==> src/ufc_regs.svh <==
// register offsets, field positions, reset values of the feature control block
`ifndef UFC_REGS_SVH
`define UFC_REGS_SVH
// byte offsets, bank 00 (general set)
`define UFC_OFS_MODEM_STATUS 6'h00
`define UFC_OFS_SCRATCHPAD 6'h04
`define UFC_OFS_INT_ENABLE 6'h08
`define UFC_OFS_FIFO_CTRL 6'h0c
`define UFC_OFS_MODEM_CTRL 6'h10
`define UFC_OFS_INT_STATUS 6'h14
`define UFC_OFS_TX_SPACE 6'h18
`define UFC_OFS_RX_FILL 6'h1c
// bank 01 (first extra set)
`define UFC_OFS_DIV_LOW 6'h08
`define UFC_OFS_DIV_HIGH 6'h0c
// bank 10 (second extra set)
`define UFC_OFS_ENH_FEAT 6'h08
`define UFC_OFS_ON_FIRST 6'h0c
`define UFC_OFS_ON_SECOND 6'h10
`define UFC_OFS_OFF_FIRST 6'h14
`define UFC_OFS_OFF_SECOND 6'h18
// bank codes and field positions
`define UFC_BANK_GENERAL 2'h0
`define UFC_BANK_EXTRA1 2'h1
`define UFC_BANK_EXTRA2 2'h2
`define UFC_BSEL_LVL_EN 0
`define UFC_EFR_AUTO_CTS 7
`define UFC_EFR_AUTO_RTS 6
`define UFC_EFR_SPECIAL 5
`define UFC_EFR_ENH_EN 4
`define UFC_ISR_SPECIAL 4
`define UFC_MCR_RTS 1
// write masks of fields guarded by the enhanced enable bit
`define UFC_IER_ENH_MASK 8'hf0
`define UFC_FCR_ENH_MASK 8'h30
`define UFC_MCR_ENH_MASK 8'he0
// reset values
`define UFC_RST_BYTE 8'h00
`define UFC_RST_BANK 3'h0
`define UFC_RST_WORD 32'h0000_0000
`endif

==> src/ufc_pkg.sv <==
// types of the feature control block
package ufc_pkg;
  typedef enum logic [1:0] {TX_IDLE, TX_SEND_A, TX_SEND_B} ufc_tx_state_t;
  typedef struct packed {
    logic [2:0] bank_select;
    logic [7:0] scratchpad;
    logic [7:0] divisor_low;
    logic [7:0] divisor_high;
    logic [7:0] int_enable;
    logic [7:0] fifo_ctrl;
    logic [7:0] modem_ctrl;
    logic isr_bit5;
    logic special_seen;
    logic [7:0] enhanced_features;
    logic [7:0] on_char_first;
    logic [7:0] on_char_second;
    logic [7:0] off_char_first;
    logic [7:0] off_char_second;
    logic rts_hold;
    logic rx_on_half;
    logic rx_off_half;
    logic rx_on_hit;
    logic rx_off_hit;
    ufc_tx_state_t tx_state;
    logic tx_is_off;
    logic [7:0] tx_char;
    logic [31:0] prdata;
    logic pslverr;
  } ufc_state_t;
endpackage

==> src/ufc_feature_ctrl.sv <==
// per-channel feature control: bank select, latches, level counters, flow control
//
// Design decisions made here: register access over APB and the register offsets.
`timescale 1ns/1ns
`include "ufc_regs.svh"

module ufc_feature_ctrl (
  input wire logic ref_clk,
  input wire logic reset_n,
  input wire logic clk_en,
  input wire logic psel,
  input wire logic penable,
  input wire logic pwrite,
  input wire logic [31:0] paddr,
  input wire logic [31:0] pwdata,
  input wire logic [3:0] pstrb,
  output logic [31:0] prdata,
  output logic pready,
  output logic pslverr,
  input wire logic [7:0] modem_status_in,
  output logic modem_status_read,
  input wire logic [7:0] tx_fifo_space,
  input wire logic [7:0] rx_fifo_fill,
  input wire logic [7:0] rx_trigger_level,
  input wire logic rx_char_valid,
  input wire logic [7:0] rx_char,
  input wire logic clear_to_send_in,
  output logic tx_halt,
  output logic rts_pin,
  output logic rx_trigger_reached,
  output logic [15:0] baud_divisor,
  output logic [7:0] int_enable,
  output logic [7:0] fifo_ctrl,
  output logic [7:0] modem_ctrl,
  output logic special_char_seen,
  output logic rx_on_match,
  output logic rx_off_match,
  input wire logic tx_send_on,
  input wire logic tx_send_off,
  output logic tx_flow_valid,
  output logic [7:0] tx_flow_char,
  input wire logic tx_flow_ready
);

  // ---------------------------------------------------------------
  // helpers
  // ---------------------------------------------------------------
  // merge a written byte into a field, only the bits in mask change
  function automatic logic [7:0] merge_bits(input logic [7:0] old_v, input logic [7:0] new_v,
                                            input logic [7:0] mask);
    merge_bits = (old_v & ~mask) | (new_v & mask);
  endfunction

  // one pair selector: 10 first, 01 second, 11 both, 00 none
  function automatic logic pair_hit(input logic [1:0] sel, input logic [7:0] first_c,
                                    input logic [7:0] second_c, input logic [7:0] ch);
    pair_hit = (sel[1] && ch == first_c) || (sel[0] && ch == second_c);
  endfunction

  ufc_pkg::ufc_state_t cur_ff;
  ufc_pkg::ufc_state_t nxt_ff;

  logic [5:0] word_addr;
  logic [1:0] bank;
  logic lvl_open;
  logic setup_phase;
  logic access_phase;
  logic wr_ok;
  logic [7:0] wbyte;
  logic [7:0] rd_byte;
  logic rd_hit;
  logic wr_hit;
  logic enh_open;
  logic [1:0] tx_sel;
  logic [1:0] rx_sel;
  logic both_pairs;
  logic on_first_hit;
  logic on_second_hit;
  logic off_first_hit;
  logic off_second_hit;

  assign word_addr = {paddr[5:2], 2'h0};
  assign bank = cur_ff.bank_select[2:1];
  assign lvl_open = (bank == `UFC_BANK_GENERAL) && cur_ff.bank_select[`UFC_BSEL_LVL_EN];
  assign setup_phase = clk_en && psel && !penable;
  assign access_phase = clk_en && psel && penable;
  assign wr_ok = access_phase && pwrite && pstrb[0] && !cur_ff.pslverr;
  assign wbyte = pwdata[7:0];
  assign enh_open = cur_ff.enhanced_features[`UFC_EFR_ENH_EN];
  assign tx_sel = cur_ff.enhanced_features[3:2];
  assign rx_sel = cur_ff.enhanced_features[1:0];
  assign both_pairs = (tx_sel == 2'h3) && (rx_sel == 2'h3);

  // ---------------------------------------------------------------
  // read decode, per bank
  // ---------------------------------------------------------------
  always_comb begin
    rd_byte = `UFC_RST_BYTE;
    rd_hit = 1'b0;
    wr_hit = 1'b0;
    if (paddr[31:6] == 26'h0 && paddr[1:0] == 2'h0) begin
      if (word_addr == `UFC_OFS_MODEM_STATUS) begin
        rd_byte = modem_status_in;
        rd_hit = 1'b1;
        wr_hit = 1'b1;
      end else if (word_addr == `UFC_OFS_SCRATCHPAD) begin
        rd_byte = cur_ff.scratchpad;
        rd_hit = 1'b1;
        wr_hit = 1'b1;
      end else begin
        unique case (bank)
          `UFC_BANK_GENERAL: begin
            unique case (word_addr)
              `UFC_OFS_INT_ENABLE: begin
                rd_byte = cur_ff.int_enable;
                rd_hit = 1'b1;
                wr_hit = 1'b1;
              end
              `UFC_OFS_FIFO_CTRL: begin
                rd_byte = cur_ff.fifo_ctrl;
                rd_hit = 1'b1;
                wr_hit = 1'b1;
              end
              `UFC_OFS_MODEM_CTRL: begin
                rd_byte = cur_ff.modem_ctrl;
                rd_hit = 1'b1;
                wr_hit = 1'b1;
              end
              `UFC_OFS_INT_STATUS: begin
                rd_byte = {2'h0, cur_ff.isr_bit5, cur_ff.special_seen, 4'h0};
                rd_hit = 1'b1;
                wr_hit = 1'b1;
              end
              `UFC_OFS_TX_SPACE: begin
                rd_byte = tx_fifo_space;
                rd_hit = lvl_open;
              end
              `UFC_OFS_RX_FILL: begin
                rd_byte = rx_fifo_fill;
                rd_hit = lvl_open;
              end
              default: begin
                rd_hit = 1'b0;
              end
            endcase
          end
          `UFC_BANK_EXTRA1: begin
            if (word_addr == `UFC_OFS_DIV_LOW) begin
              rd_byte = cur_ff.divisor_low;
              rd_hit = 1'b1;
              wr_hit = 1'b1;
            end else if (word_addr == `UFC_OFS_DIV_HIGH) begin
              rd_byte = cur_ff.divisor_high;
              rd_hit = 1'b1;
              wr_hit = 1'b1;
            end
          end
          `UFC_BANK_EXTRA2: begin
            unique case (word_addr)
              `UFC_OFS_ENH_FEAT: begin
                // auto rts bit reads back only while the hold is engaged
                rd_byte = cur_ff.enhanced_features;
                rd_byte[`UFC_EFR_AUTO_RTS] = cur_ff.enhanced_features[`UFC_EFR_AUTO_RTS]
                                             && cur_ff.rts_hold;
                rd_hit = 1'b1;
                wr_hit = 1'b1;
              end
              `UFC_OFS_ON_FIRST: begin
                rd_byte = cur_ff.on_char_first;
                rd_hit = 1'b1;
                wr_hit = 1'b1;
              end
              `UFC_OFS_ON_SECOND: begin
                rd_byte = cur_ff.on_char_second;
                rd_hit = 1'b1;
                wr_hit = 1'b1;
              end
              `UFC_OFS_OFF_FIRST: begin
                rd_byte = cur_ff.off_char_first;
                rd_hit = 1'b1;
                wr_hit = 1'b1;
              end
              `UFC_OFS_OFF_SECOND: begin
                rd_byte = cur_ff.off_char_second;
                rd_hit = 1'b1;
                wr_hit = 1'b1;
              end
              default: begin
                rd_hit = 1'b0;
              end
            endcase
          end
          default: begin
            // reserved bank: reads zero and flags an error
            rd_hit = 1'b0;
          end
        endcase
      end
    end
  end

  // ---------------------------------------------------------------
  // receive character compare
  // ---------------------------------------------------------------
  assign on_first_hit = rx_char == cur_ff.on_char_first;
  assign on_second_hit = rx_char == cur_ff.on_char_second;
  assign off_first_hit = rx_char == cur_ff.off_char_first;
  assign off_second_hit = rx_char == cur_ff.off_char_second;

  // ---------------------------------------------------------------
  // next state
  // ---------------------------------------------------------------
  always_comb begin
    nxt_ff = cur_ff;
    nxt_ff.rx_on_hit = 1'b0;
    nxt_ff.rx_off_hit = 1'b0;
    // read data is captured in the setup cycle so prdata comes from a flop
    if (setup_phase) begin
      nxt_ff.prdata = {24'h0, pwrite ? `UFC_RST_BYTE : rd_byte};
      nxt_ff.pslverr = pwrite ? !wr_hit : !rd_hit;
    end
    // special character flag clears on read, a match in the same cycle wins
    if (access_phase && !pwrite && !cur_ff.pslverr && bank == `UFC_BANK_GENERAL
        && word_addr == `UFC_OFS_INT_STATUS) begin
      nxt_ff.special_seen = 1'b0;
    end
    if (wr_ok) begin
      if (word_addr == `UFC_OFS_MODEM_STATUS) begin
        nxt_ff.bank_select = wbyte[2:0];
      end else if (word_addr == `UFC_OFS_SCRATCHPAD) begin
        nxt_ff.scratchpad = wbyte;
      end else if (bank == `UFC_BANK_GENERAL) begin
        unique case (word_addr)
          `UFC_OFS_INT_ENABLE: begin
            nxt_ff.int_enable = merge_bits(cur_ff.int_enable, wbyte,
                                  enh_open ? 8'hff : ~`UFC_IER_ENH_MASK);
          end
          `UFC_OFS_FIFO_CTRL: begin
            nxt_ff.fifo_ctrl = merge_bits(cur_ff.fifo_ctrl, wbyte,
                                 enh_open ? 8'hff : ~`UFC_FCR_ENH_MASK);
          end
          `UFC_OFS_MODEM_CTRL: begin
            nxt_ff.modem_ctrl = merge_bits(cur_ff.modem_ctrl, wbyte,
                                  enh_open ? 8'hff : ~`UFC_MCR_ENH_MASK);
          end
          `UFC_OFS_INT_STATUS: begin
            if (enh_open) begin
              nxt_ff.isr_bit5 = wbyte[5];
            end
          end
          default: begin
            nxt_ff.isr_bit5 = cur_ff.isr_bit5;
          end
        endcase
      end else if (bank == `UFC_BANK_EXTRA1) begin
        if (word_addr == `UFC_OFS_DIV_LOW) begin
          nxt_ff.divisor_low = wbyte;
        end else if (word_addr == `UFC_OFS_DIV_HIGH) begin
          nxt_ff.divisor_high = wbyte;
        end
      end else if (bank == `UFC_BANK_EXTRA2) begin
        unique case (word_addr)
          `UFC_OFS_ENH_FEAT: nxt_ff.enhanced_features = wbyte;
          `UFC_OFS_ON_FIRST: nxt_ff.on_char_first = wbyte;
          `UFC_OFS_ON_SECOND: nxt_ff.on_char_second = wbyte;
          `UFC_OFS_OFF_FIRST: nxt_ff.off_char_first = wbyte;
          `UFC_OFS_OFF_SECOND: nxt_ff.off_char_second = wbyte;
          default: nxt_ff.on_char_first = cur_ff.on_char_first;
        endcase
      end
    end

    // auto rts: engage above the trigger, release once below it
    if (!cur_ff.enhanced_features[`UFC_EFR_AUTO_RTS]) begin
      nxt_ff.rts_hold = 1'b0;
    end else if (rx_fifo_fill > rx_trigger_level) begin
      nxt_ff.rts_hold = 1'b1;
    end else if (rx_fifo_fill < rx_trigger_level) begin
      nxt_ff.rts_hold = 1'b0;
    end

    // receive side: special detect and in-band on/off matching
    if (rx_char_valid && clk_en) begin
      if (cur_ff.enhanced_features[`UFC_EFR_SPECIAL] && off_second_hit) begin
        nxt_ff.special_seen = 1'b1;
      end
      if (both_pairs) begin
        // pairs must arrive back to back, first then second
        nxt_ff.rx_on_half = on_first_hit;
        nxt_ff.rx_off_half = off_first_hit;
        nxt_ff.rx_on_hit = cur_ff.rx_on_half && on_second_hit;
        nxt_ff.rx_off_hit = cur_ff.rx_off_half && off_second_hit;
      end else begin
        nxt_ff.rx_on_half = 1'b0;
        nxt_ff.rx_off_half = 1'b0;
        nxt_ff.rx_on_hit = pair_hit(rx_sel, cur_ff.on_char_first,
                                    cur_ff.on_char_second, rx_char);
        nxt_ff.rx_off_hit = pair_hit(rx_sel, cur_ff.off_char_first,
                                     cur_ff.off_char_second, rx_char);
      end
    end

    // transmit side: send one character, or both of a pair in turn
    unique case (cur_ff.tx_state)
      ufc_pkg::TX_IDLE: begin
        if ((tx_send_on || tx_send_off) && tx_sel != 2'h0) begin
          nxt_ff.tx_is_off = tx_send_off;
          nxt_ff.tx_state = ufc_pkg::TX_SEND_A;
          if (tx_send_off) begin
            nxt_ff.tx_char = tx_sel[1] ? cur_ff.off_char_first : cur_ff.off_char_second;
          end else begin
            nxt_ff.tx_char = tx_sel[1] ? cur_ff.on_char_first : cur_ff.on_char_second;
          end
        end
      end
      ufc_pkg::TX_SEND_A: begin
        if (tx_flow_ready) begin
          if (tx_sel == 2'h3) begin
            nxt_ff.tx_state = ufc_pkg::TX_SEND_B;
            nxt_ff.tx_char = cur_ff.tx_is_off ? cur_ff.off_char_second : cur_ff.on_char_second;
          end else begin
            nxt_ff.tx_state = ufc_pkg::TX_IDLE;
          end
        end
      end
      ufc_pkg::TX_SEND_B: begin
        if (tx_flow_ready) begin
          nxt_ff.tx_state = ufc_pkg::TX_IDLE;
        end
      end
      default: begin
        nxt_ff.tx_state = ufc_pkg::TX_IDLE;
      end
    endcase
  end

  // ---------------------------------------------------------------
  // state register, frozen while the clock enable is low
  // ---------------------------------------------------------------
  always_ff @(posedge ref_clk or negedge reset_n) begin
    if (!reset_n) begin
      cur_ff <= '0;
      cur_ff.bank_select <= `UFC_RST_BANK;
      cur_ff.enhanced_features <= `UFC_RST_BYTE;
      cur_ff.prdata <= `UFC_RST_WORD;
      cur_ff.tx_state <= ufc_pkg::TX_IDLE;
    end else if (clk_en) begin
      cur_ff <= nxt_ff;
    end
  end

  // ---------------------------------------------------------------
  // outputs
  // ---------------------------------------------------------------
  // zero wait state: setup loads the read byte, access completes in any cycle with clk_en high
  assign pready = clk_en;
  assign prdata = cur_ff.prdata;
  assign pslverr = access_phase && cur_ff.pslverr;
  assign modem_status_read = access_phase && !pwrite && word_addr == `UFC_OFS_MODEM_STATUS
                             && paddr[31:6] == 26'h0 && paddr[1:0] == 2'h0;
  assign baud_divisor = {cur_ff.divisor_high, cur_ff.divisor_low};
  assign int_enable = cur_ff.int_enable;
  assign fifo_ctrl = cur_ff.fifo_ctrl;
  assign modem_ctrl = cur_ff.modem_ctrl;
  assign special_char_seen = cur_ff.special_seen;
  assign rx_on_match = cur_ff.rx_on_hit;
  assign rx_off_match = cur_ff.rx_off_hit;
  assign tx_flow_valid = cur_ff.tx_state != ufc_pkg::TX_IDLE;
  assign tx_flow_char = cur_ff.tx_char;
  assign tx_halt = cur_ff.enhanced_features[`UFC_EFR_AUTO_CTS] && clear_to_send_in;
  // pin high asks the peer to stop; the software bit drives it active-high
  assign rts_pin = cur_ff.enhanced_features[`UFC_EFR_AUTO_RTS] ? cur_ff.rts_hold
                   : cur_ff.modem_ctrl[`UFC_MCR_RTS];
  assign rx_trigger_reached = cur_ff.enhanced_features[`UFC_EFR_AUTO_RTS]
                              && rx_fifo_fill >= rx_trigger_level;

endmodule // ufc_feature_ctrl

==> config.mk <==
export PLATFORM = sky130hd
export DESIGN_NAME = ufc_feature_ctrl
export DESIGN_NICKNAME = d
export VERILOG_FILES = /design/src/ufc_pkg.sv /design/src/ufc_feature_ctrl.sv
export VERILOG_INCLUDE_DIRS = /design/src
export SDC_FILE = /design/constraint.sdc
export NUM_CORES = 1
export LEC_CHECK = 0
export ABC_AREA = 1
export ABC_CLOCK_PERIOD_IN_PS = 1800
export BUFFER_PORTS_ARGS = -buffer_cell sky130_fd_sc_hd__buf_4
export CAP_MARGIN = 20
export CORE_MARGIN = 2
export CORE_UTILIZATION = 50
export CTS_BUF_LIST = sky130_fd_sc_hd__clkbuf_4 sky130_fd_sc_hd__clkbuf_8 sky130_fd_sc_hd__clkbuf_16
export DETAILED_ROUTE_END_ITERATION = 6
export PLACE_DENSITY = 0.77
export REMOVE_ABC_BUFFERS = 1
export SETUP_SLACK_MARGIN = 0.5
export SLEW_MARGIN = 0
export SYNTH_ARGS = -nofsm -noshare
export SYNTH_HDL_FRONTEND = slang
export SYNTH_SLANG_ARGS = --single-unit
==> constraint.sdc <==
create_clock -name ref_clk -period 1.8 [get_ports ref_clk]
set_input_delay 0.09 -clock ref_clk [delete_from_list [all_inputs] [get_ports ref_clk]]
set_output_delay 0.09 -clock ref_clk [all_outputs]
set_load 0.02 [all_outputs]
Word-level counts from Yosys, hierarchy flattened
Cells that the tools add are included.
- register bits after elaboration: 118
- bits of input ports: 119
- logic and storage cells: 180
- equality and inequality tests: 22
- reduce and logical (&&, ||, !) cells: 67
- bitwise logic cells: 17
- magnitude comparators: 3
- mux-type cells: 47
- operators with widths (cell ; number):
    $mux W8 ; 14
    $and A8 B8 Y8 ; 6
    $pmux W8 S6 ; 1
    $reduce_and A8 Y1 ; 6
    $pmux W8 S5 ; 1
    $eq A8 B8 Y1 ; 4
    $logic_and A1 B1 Y1 ; 29
    $logic_not A26 Y1 ; 1
    $not A8 Y8 ; 3
    $or A8 B8 Y8 ; 3
    $pmux W8 S3 ; 1
    $mux W1 ; 18
    $reduce_and A6 Y1 ; 3
    $eq A4 B3 Y1 const B ; 4
    $pmux W8 S2 ; 1
    $reduce_and A7 Y1 ; 2
    $mux W11 ; 1
    $eq A2 B2 Y1 const B ; 4
    $eq A4 B2 Y1 const B ; 2
    $ge A8 B8 Y1 ; 1
    $gt A8 B8 Y1 ; 1
    $lt A8 B8 Y1 ; 1
    $mux W2 ; 4
    $ne A2 B2 Y1 const B ; 4
    21 further kinds ; 41

Logic depth before layout (Yosys ltp)
- word-level depth: 9
- depth in mapped cells: 13
- mapped depth without buffers: 12

Least setup slack after synthesis
Ideal clock, no wire load.
- path type: input to output
- from: input paddr[5]
- to: output modem_status_read
- path buffers: 0
- path slack: 0.119 ns
- stages: 5
- required time: 1.710 ns
- data arrival time: 1.591 ns
- cells stage by stage: nor2_1 -> nand2_4 -> nor2_1 -> clkinv_1 -> nor4_1
- cells in the longest elaborated chain, start to end: 4
- ends and longest elaborated chain (element ; RTL line ; source):
    from (decl) ; ufc_feature_ctrl.sv:14 ; input wire logic [31:0] paddr,
    $logic_not A6 Y1 (no line) ; - ;
    $logic_and A1 B1 Y1 (no line) ; - ;
    $logic_and A1 B1 Y1 (2 in a row) ; ufc_feature_ctrl.sv:359 ; assign modem_status_read = access_phase && !pwrite && word_addr == `UFC_OFS_MODEM_STATUS
    to (decl) ; ufc_feature_ctrl.sv:21 ; output logic modem_status_read,
Every way passes these cells.

Final worst setup path
- from: register cur_ff[84] (netlist name)
- to: register cur_ff, in the netlist tx_flow_char[7]
- cells in the longest elaborated chain, start to end: 4
- ends and longest elaborated chain (element ; RTL line ; source):
    from (decl) ; ufc_feature_ctrl.sv:60 ; ufc_pkg::ufc_state_t cur_ff;
    from (signal assigned) ; ufc_feature_ctrl.sv:348 ; cur_ff <= nxt_ff;
    $mux W8 (tied with other cells) ; ufc_feature_ctrl.sv:312 ; nxt_ff.tx_char = tx_sel[1] ? cur_ff.on_char_first : cur_ff.on_char_second;
    $mux W8 / $logic_and A1 B1 Y1 (equally long branches) ; ufc_feature_ctrl.sv:309, ufc_feature_ctrl.sv:306 ;
    $mux W11 / $ne A2 B2 Y1 (equally long branches) ; - ;
    $pmux W8 S2 / $reduce_and A5 Y1 (equally long branches) ; - ;
Parallel ways exist; a longest one is shown, timed or not. The select of a mux whose other input is x is not followed.
A chain may end at the register's enable or synchronous reset.

==> results.toml <==
[grt]
grt_pass1_wl_mm = 38.9
grt_max_degree = 42
antenna_found_initial = 0
grt_usage_pct = 31.1
busiest_layer = "met2"
grt_pass1_vias = 7289
use_met3_pct = 8.25
overflow = 0
use_met1_pct = 40.8
grtUsageMet2_pct = 48.5

[clocking]
root_buffer = "clkbuf_16"
cts_tree = "yes"
cts.path.max_buffers = 2
cts_buffers = 17
worstSkewPairLatency_ns = 0.44
h-tree-depth = 4
cts.sink_count = 118
cts.reportedPaths.clkPinSlew_ns = 0.06

[routing]
via_per_inst = 6.14
wl_per_cell_um = 20.9
drt-total-wl_mm = 29.4
route.vias.total = 8612
detail_route.iter0.violations = 1352
dr.pass1.iters = 7
drc = 0
drtAntennaViolNets = 0

[setup_path]
cpLargestDelayFamily = "flip-flops"
cp.arrival_ns = 1.99
cpMaxStageDelayCell = "dfrtp_2"
start_kind = "flop"
slowest_delay_ns = 0.51
crit_top_cell = "nand2_1"
critPathBufInv = 2
cp_cell_sequence = "clkinv_4 -> clkbuf_16 -> a21oi_1 -> o21ai_1 -> nand2_1 -> nand2_1 -> nand3_2 -> o21a_1"
cp-end-kind = "flop"
critPathKind = "reg2reg"
crit_required_ns = 2.17
path_max_fanout = 7

[logic_synthesis]
ys_seq_area_share_pct = 39.0
synth_area_mm2 = 0.00757
yosysWarnings = 0
yosysMostFrequentCell = "nand2_1"
synthFlopType = "dfrtp_1"
ys_top_cells_by_count = "nand2_1 (292), dfrtp_1 (118), nand3_1 (100), o21ai_0 (99), buf_4 (84)"
synth-async-reset-ratio_pct = 100
synth_top_area_share_pct = 39.0
synth_edf_count = 0
syn_area_per_cell_um2 = 7.35
synth_area_leader_cell = "dfrtp_1"
synth.area.top_cells = "dfrtp_1 (39%), nand2_1 (14%), buf_4 (8.3%)"
ys_ff_latch = 118
syn_inst = 1029
yosysUniqueCellTypes = 39

[finish]
drive_gt1_share_pct = 38.8
area_growth_pct = 41.8
fillCellCount = 965
fin_cells = 1402
post-route-util_pct = 73.3
nets = 1333
antenna_cells = 0
final_cell_area_mm2 = 0.0107

[die]
die_h_um = 127
chipWidth_um = 127
die_area_mm2 = 0.0161
core_mm2 = 0.0146
ios = 209
start_util_pct = 51.7
rows = 44

[placement]
place.port_buffers = 157
dp_hpwl_mm = 16.3
place_congestion = 0.910
placedInstanceArea_mm2 = 0.00861
placedCellCount = 1299

[timing]
slew_headroom_pct = 51.5
fmax_mhz = 614
finalSetupViolCount = 0
hold_violations = 0
fin_crit_ns = 1.63
fin_worst_skew_ns = 0.0127
fin_crit_sh_pct = 90.5
worst_pin_slew_ns = 0.727
drv_slew = 0
rsz0062_at_grt = "true"
tns_ns = 0

[flow_run]
drv_cap = 0

[power]
finalPower_w = 0.00743
irDropWorstVdd_v = 0.000656
power.leakage_nw = 5.02
power.density_mw_per_mm2 = 692

[run_status]
status = "completed"

[worst_hold_path]
hp-class = "in2reg"
==> through the flow <==
stage,hold WS [ns],setup WS (ns)
floorplan,-0.206,-0.482
global placement,0.130,0.201
detailed placement,0.132,0.181
CTS,0.000930,0.348
global route,0.0265,0.115
finish,0.00815,0.172
==> worst reg2reg max path, delay by kind of cell, from the launching register on <==
family | cells | cell delay, ns
flip-flops | 1 | 0.51
buffers and inverters | 2 | 0.33
AND/OR/NAND/NOR | 3 | 0.26
AO/OA/AOI/OAI | 3 | 0.47
==> sequential cells by signal, indices dropped and copies added (netlist names), named ones only <==
register           count
baud_divisor          16
fifo_ctrl              6
tx_flow_char           8
special_char_seen      1
prdata                 8
bank                   2
int_enable             4
rx_off_match           1
modem_ctrl             5
rx_on_match            1
cur_ff                57
==> final cells by class <==
cell class / instances / area (um^2) / share of cell area, %
clock inverters: 13 / 123 / 1.14
repair buffers: 253 / 2280 / 21.3
inverters: 68 / 279 / 2.60
multi-input cells: 748 / 4410 / 41.1
flip-flops and latches: 118 / 2970 / 27.7
clock buffers: 18 / 433 / 4.04
well taps: 184 / 230 / 2.15
==> where the power goes <==
| group | internal (W) | switching [W] | total (W) |
|---|---|---|---|
| logic | 0.000555 | 0.000771 | 0.00133 |
| registers | 0.00276 | 0.0000706 | 0.00283 |
| clock network | 0.00192 | 0.00135 | 0.00327 |
| total | 0.00523 | 0.00219 | 0.00743 |
==> cell usage in the layout, fill, tap and decap left out, drive strengths merged, types with 9 or more instances in the layout <==
cell    instances
nand2         293
buf           242
o21ai         141
dfrtp         118
nand3         117
nor2           76
inv            70
xnor2          26
conb           24
clkbuf         20
nand4          19
a21oi          17
o211ai          9
==> worst paths after layout <==
kind                       depth (start not counted)           from  slack [ns]               to
setup reg to reg                                   8     cur_ff[84]        0.17  tx_flow_char[7]
min in group asynchronous                          2        reset_n        0.21  tx_flow_char[2]
hold / removal                                     4  rx_char_valid       0.008       cur_ff[47]
hold reg to reg                                    2   rx_off_match        0.48     rx_off_match
max in group asynchronous                          3        reset_n        0.95          bank[0]
setup / recovery                                   8     cur_ff[84]        0.17  tx_flow_char[7]
==> cells by family (layout without fill, tap and decap cells) <==
logic type	Yosys count	count (layout)	synth area share [%]
compound gates	179	179	12.9
xor+xnor	26	26	3.01
fa+ha+maj	8	8	1.32
buf+inv	195	352	14.3
flops	118	118	39.0
other cells	1	24	0.0496
simple gates	502	511	29.4
==> metal layers <==
layer	routed length, um	part of all wire, %	up-vias
met5	0	0	-
met4	1860	6.3	0
met3	3780	13	221
met2	13400	46	790
met1	10300	35	3945
li1	-	-	3656
==> repair_timing <==
action	in CTS	in global routing
hold endpoints to repair	45	0
setup buffers	18	29
gates resized for setup	102	191
hold buffers	8	0
cloned	12	5
pin swaps	26	82
endpoints found under the setup margin	119	118
(Power assumes the default switching activity.)
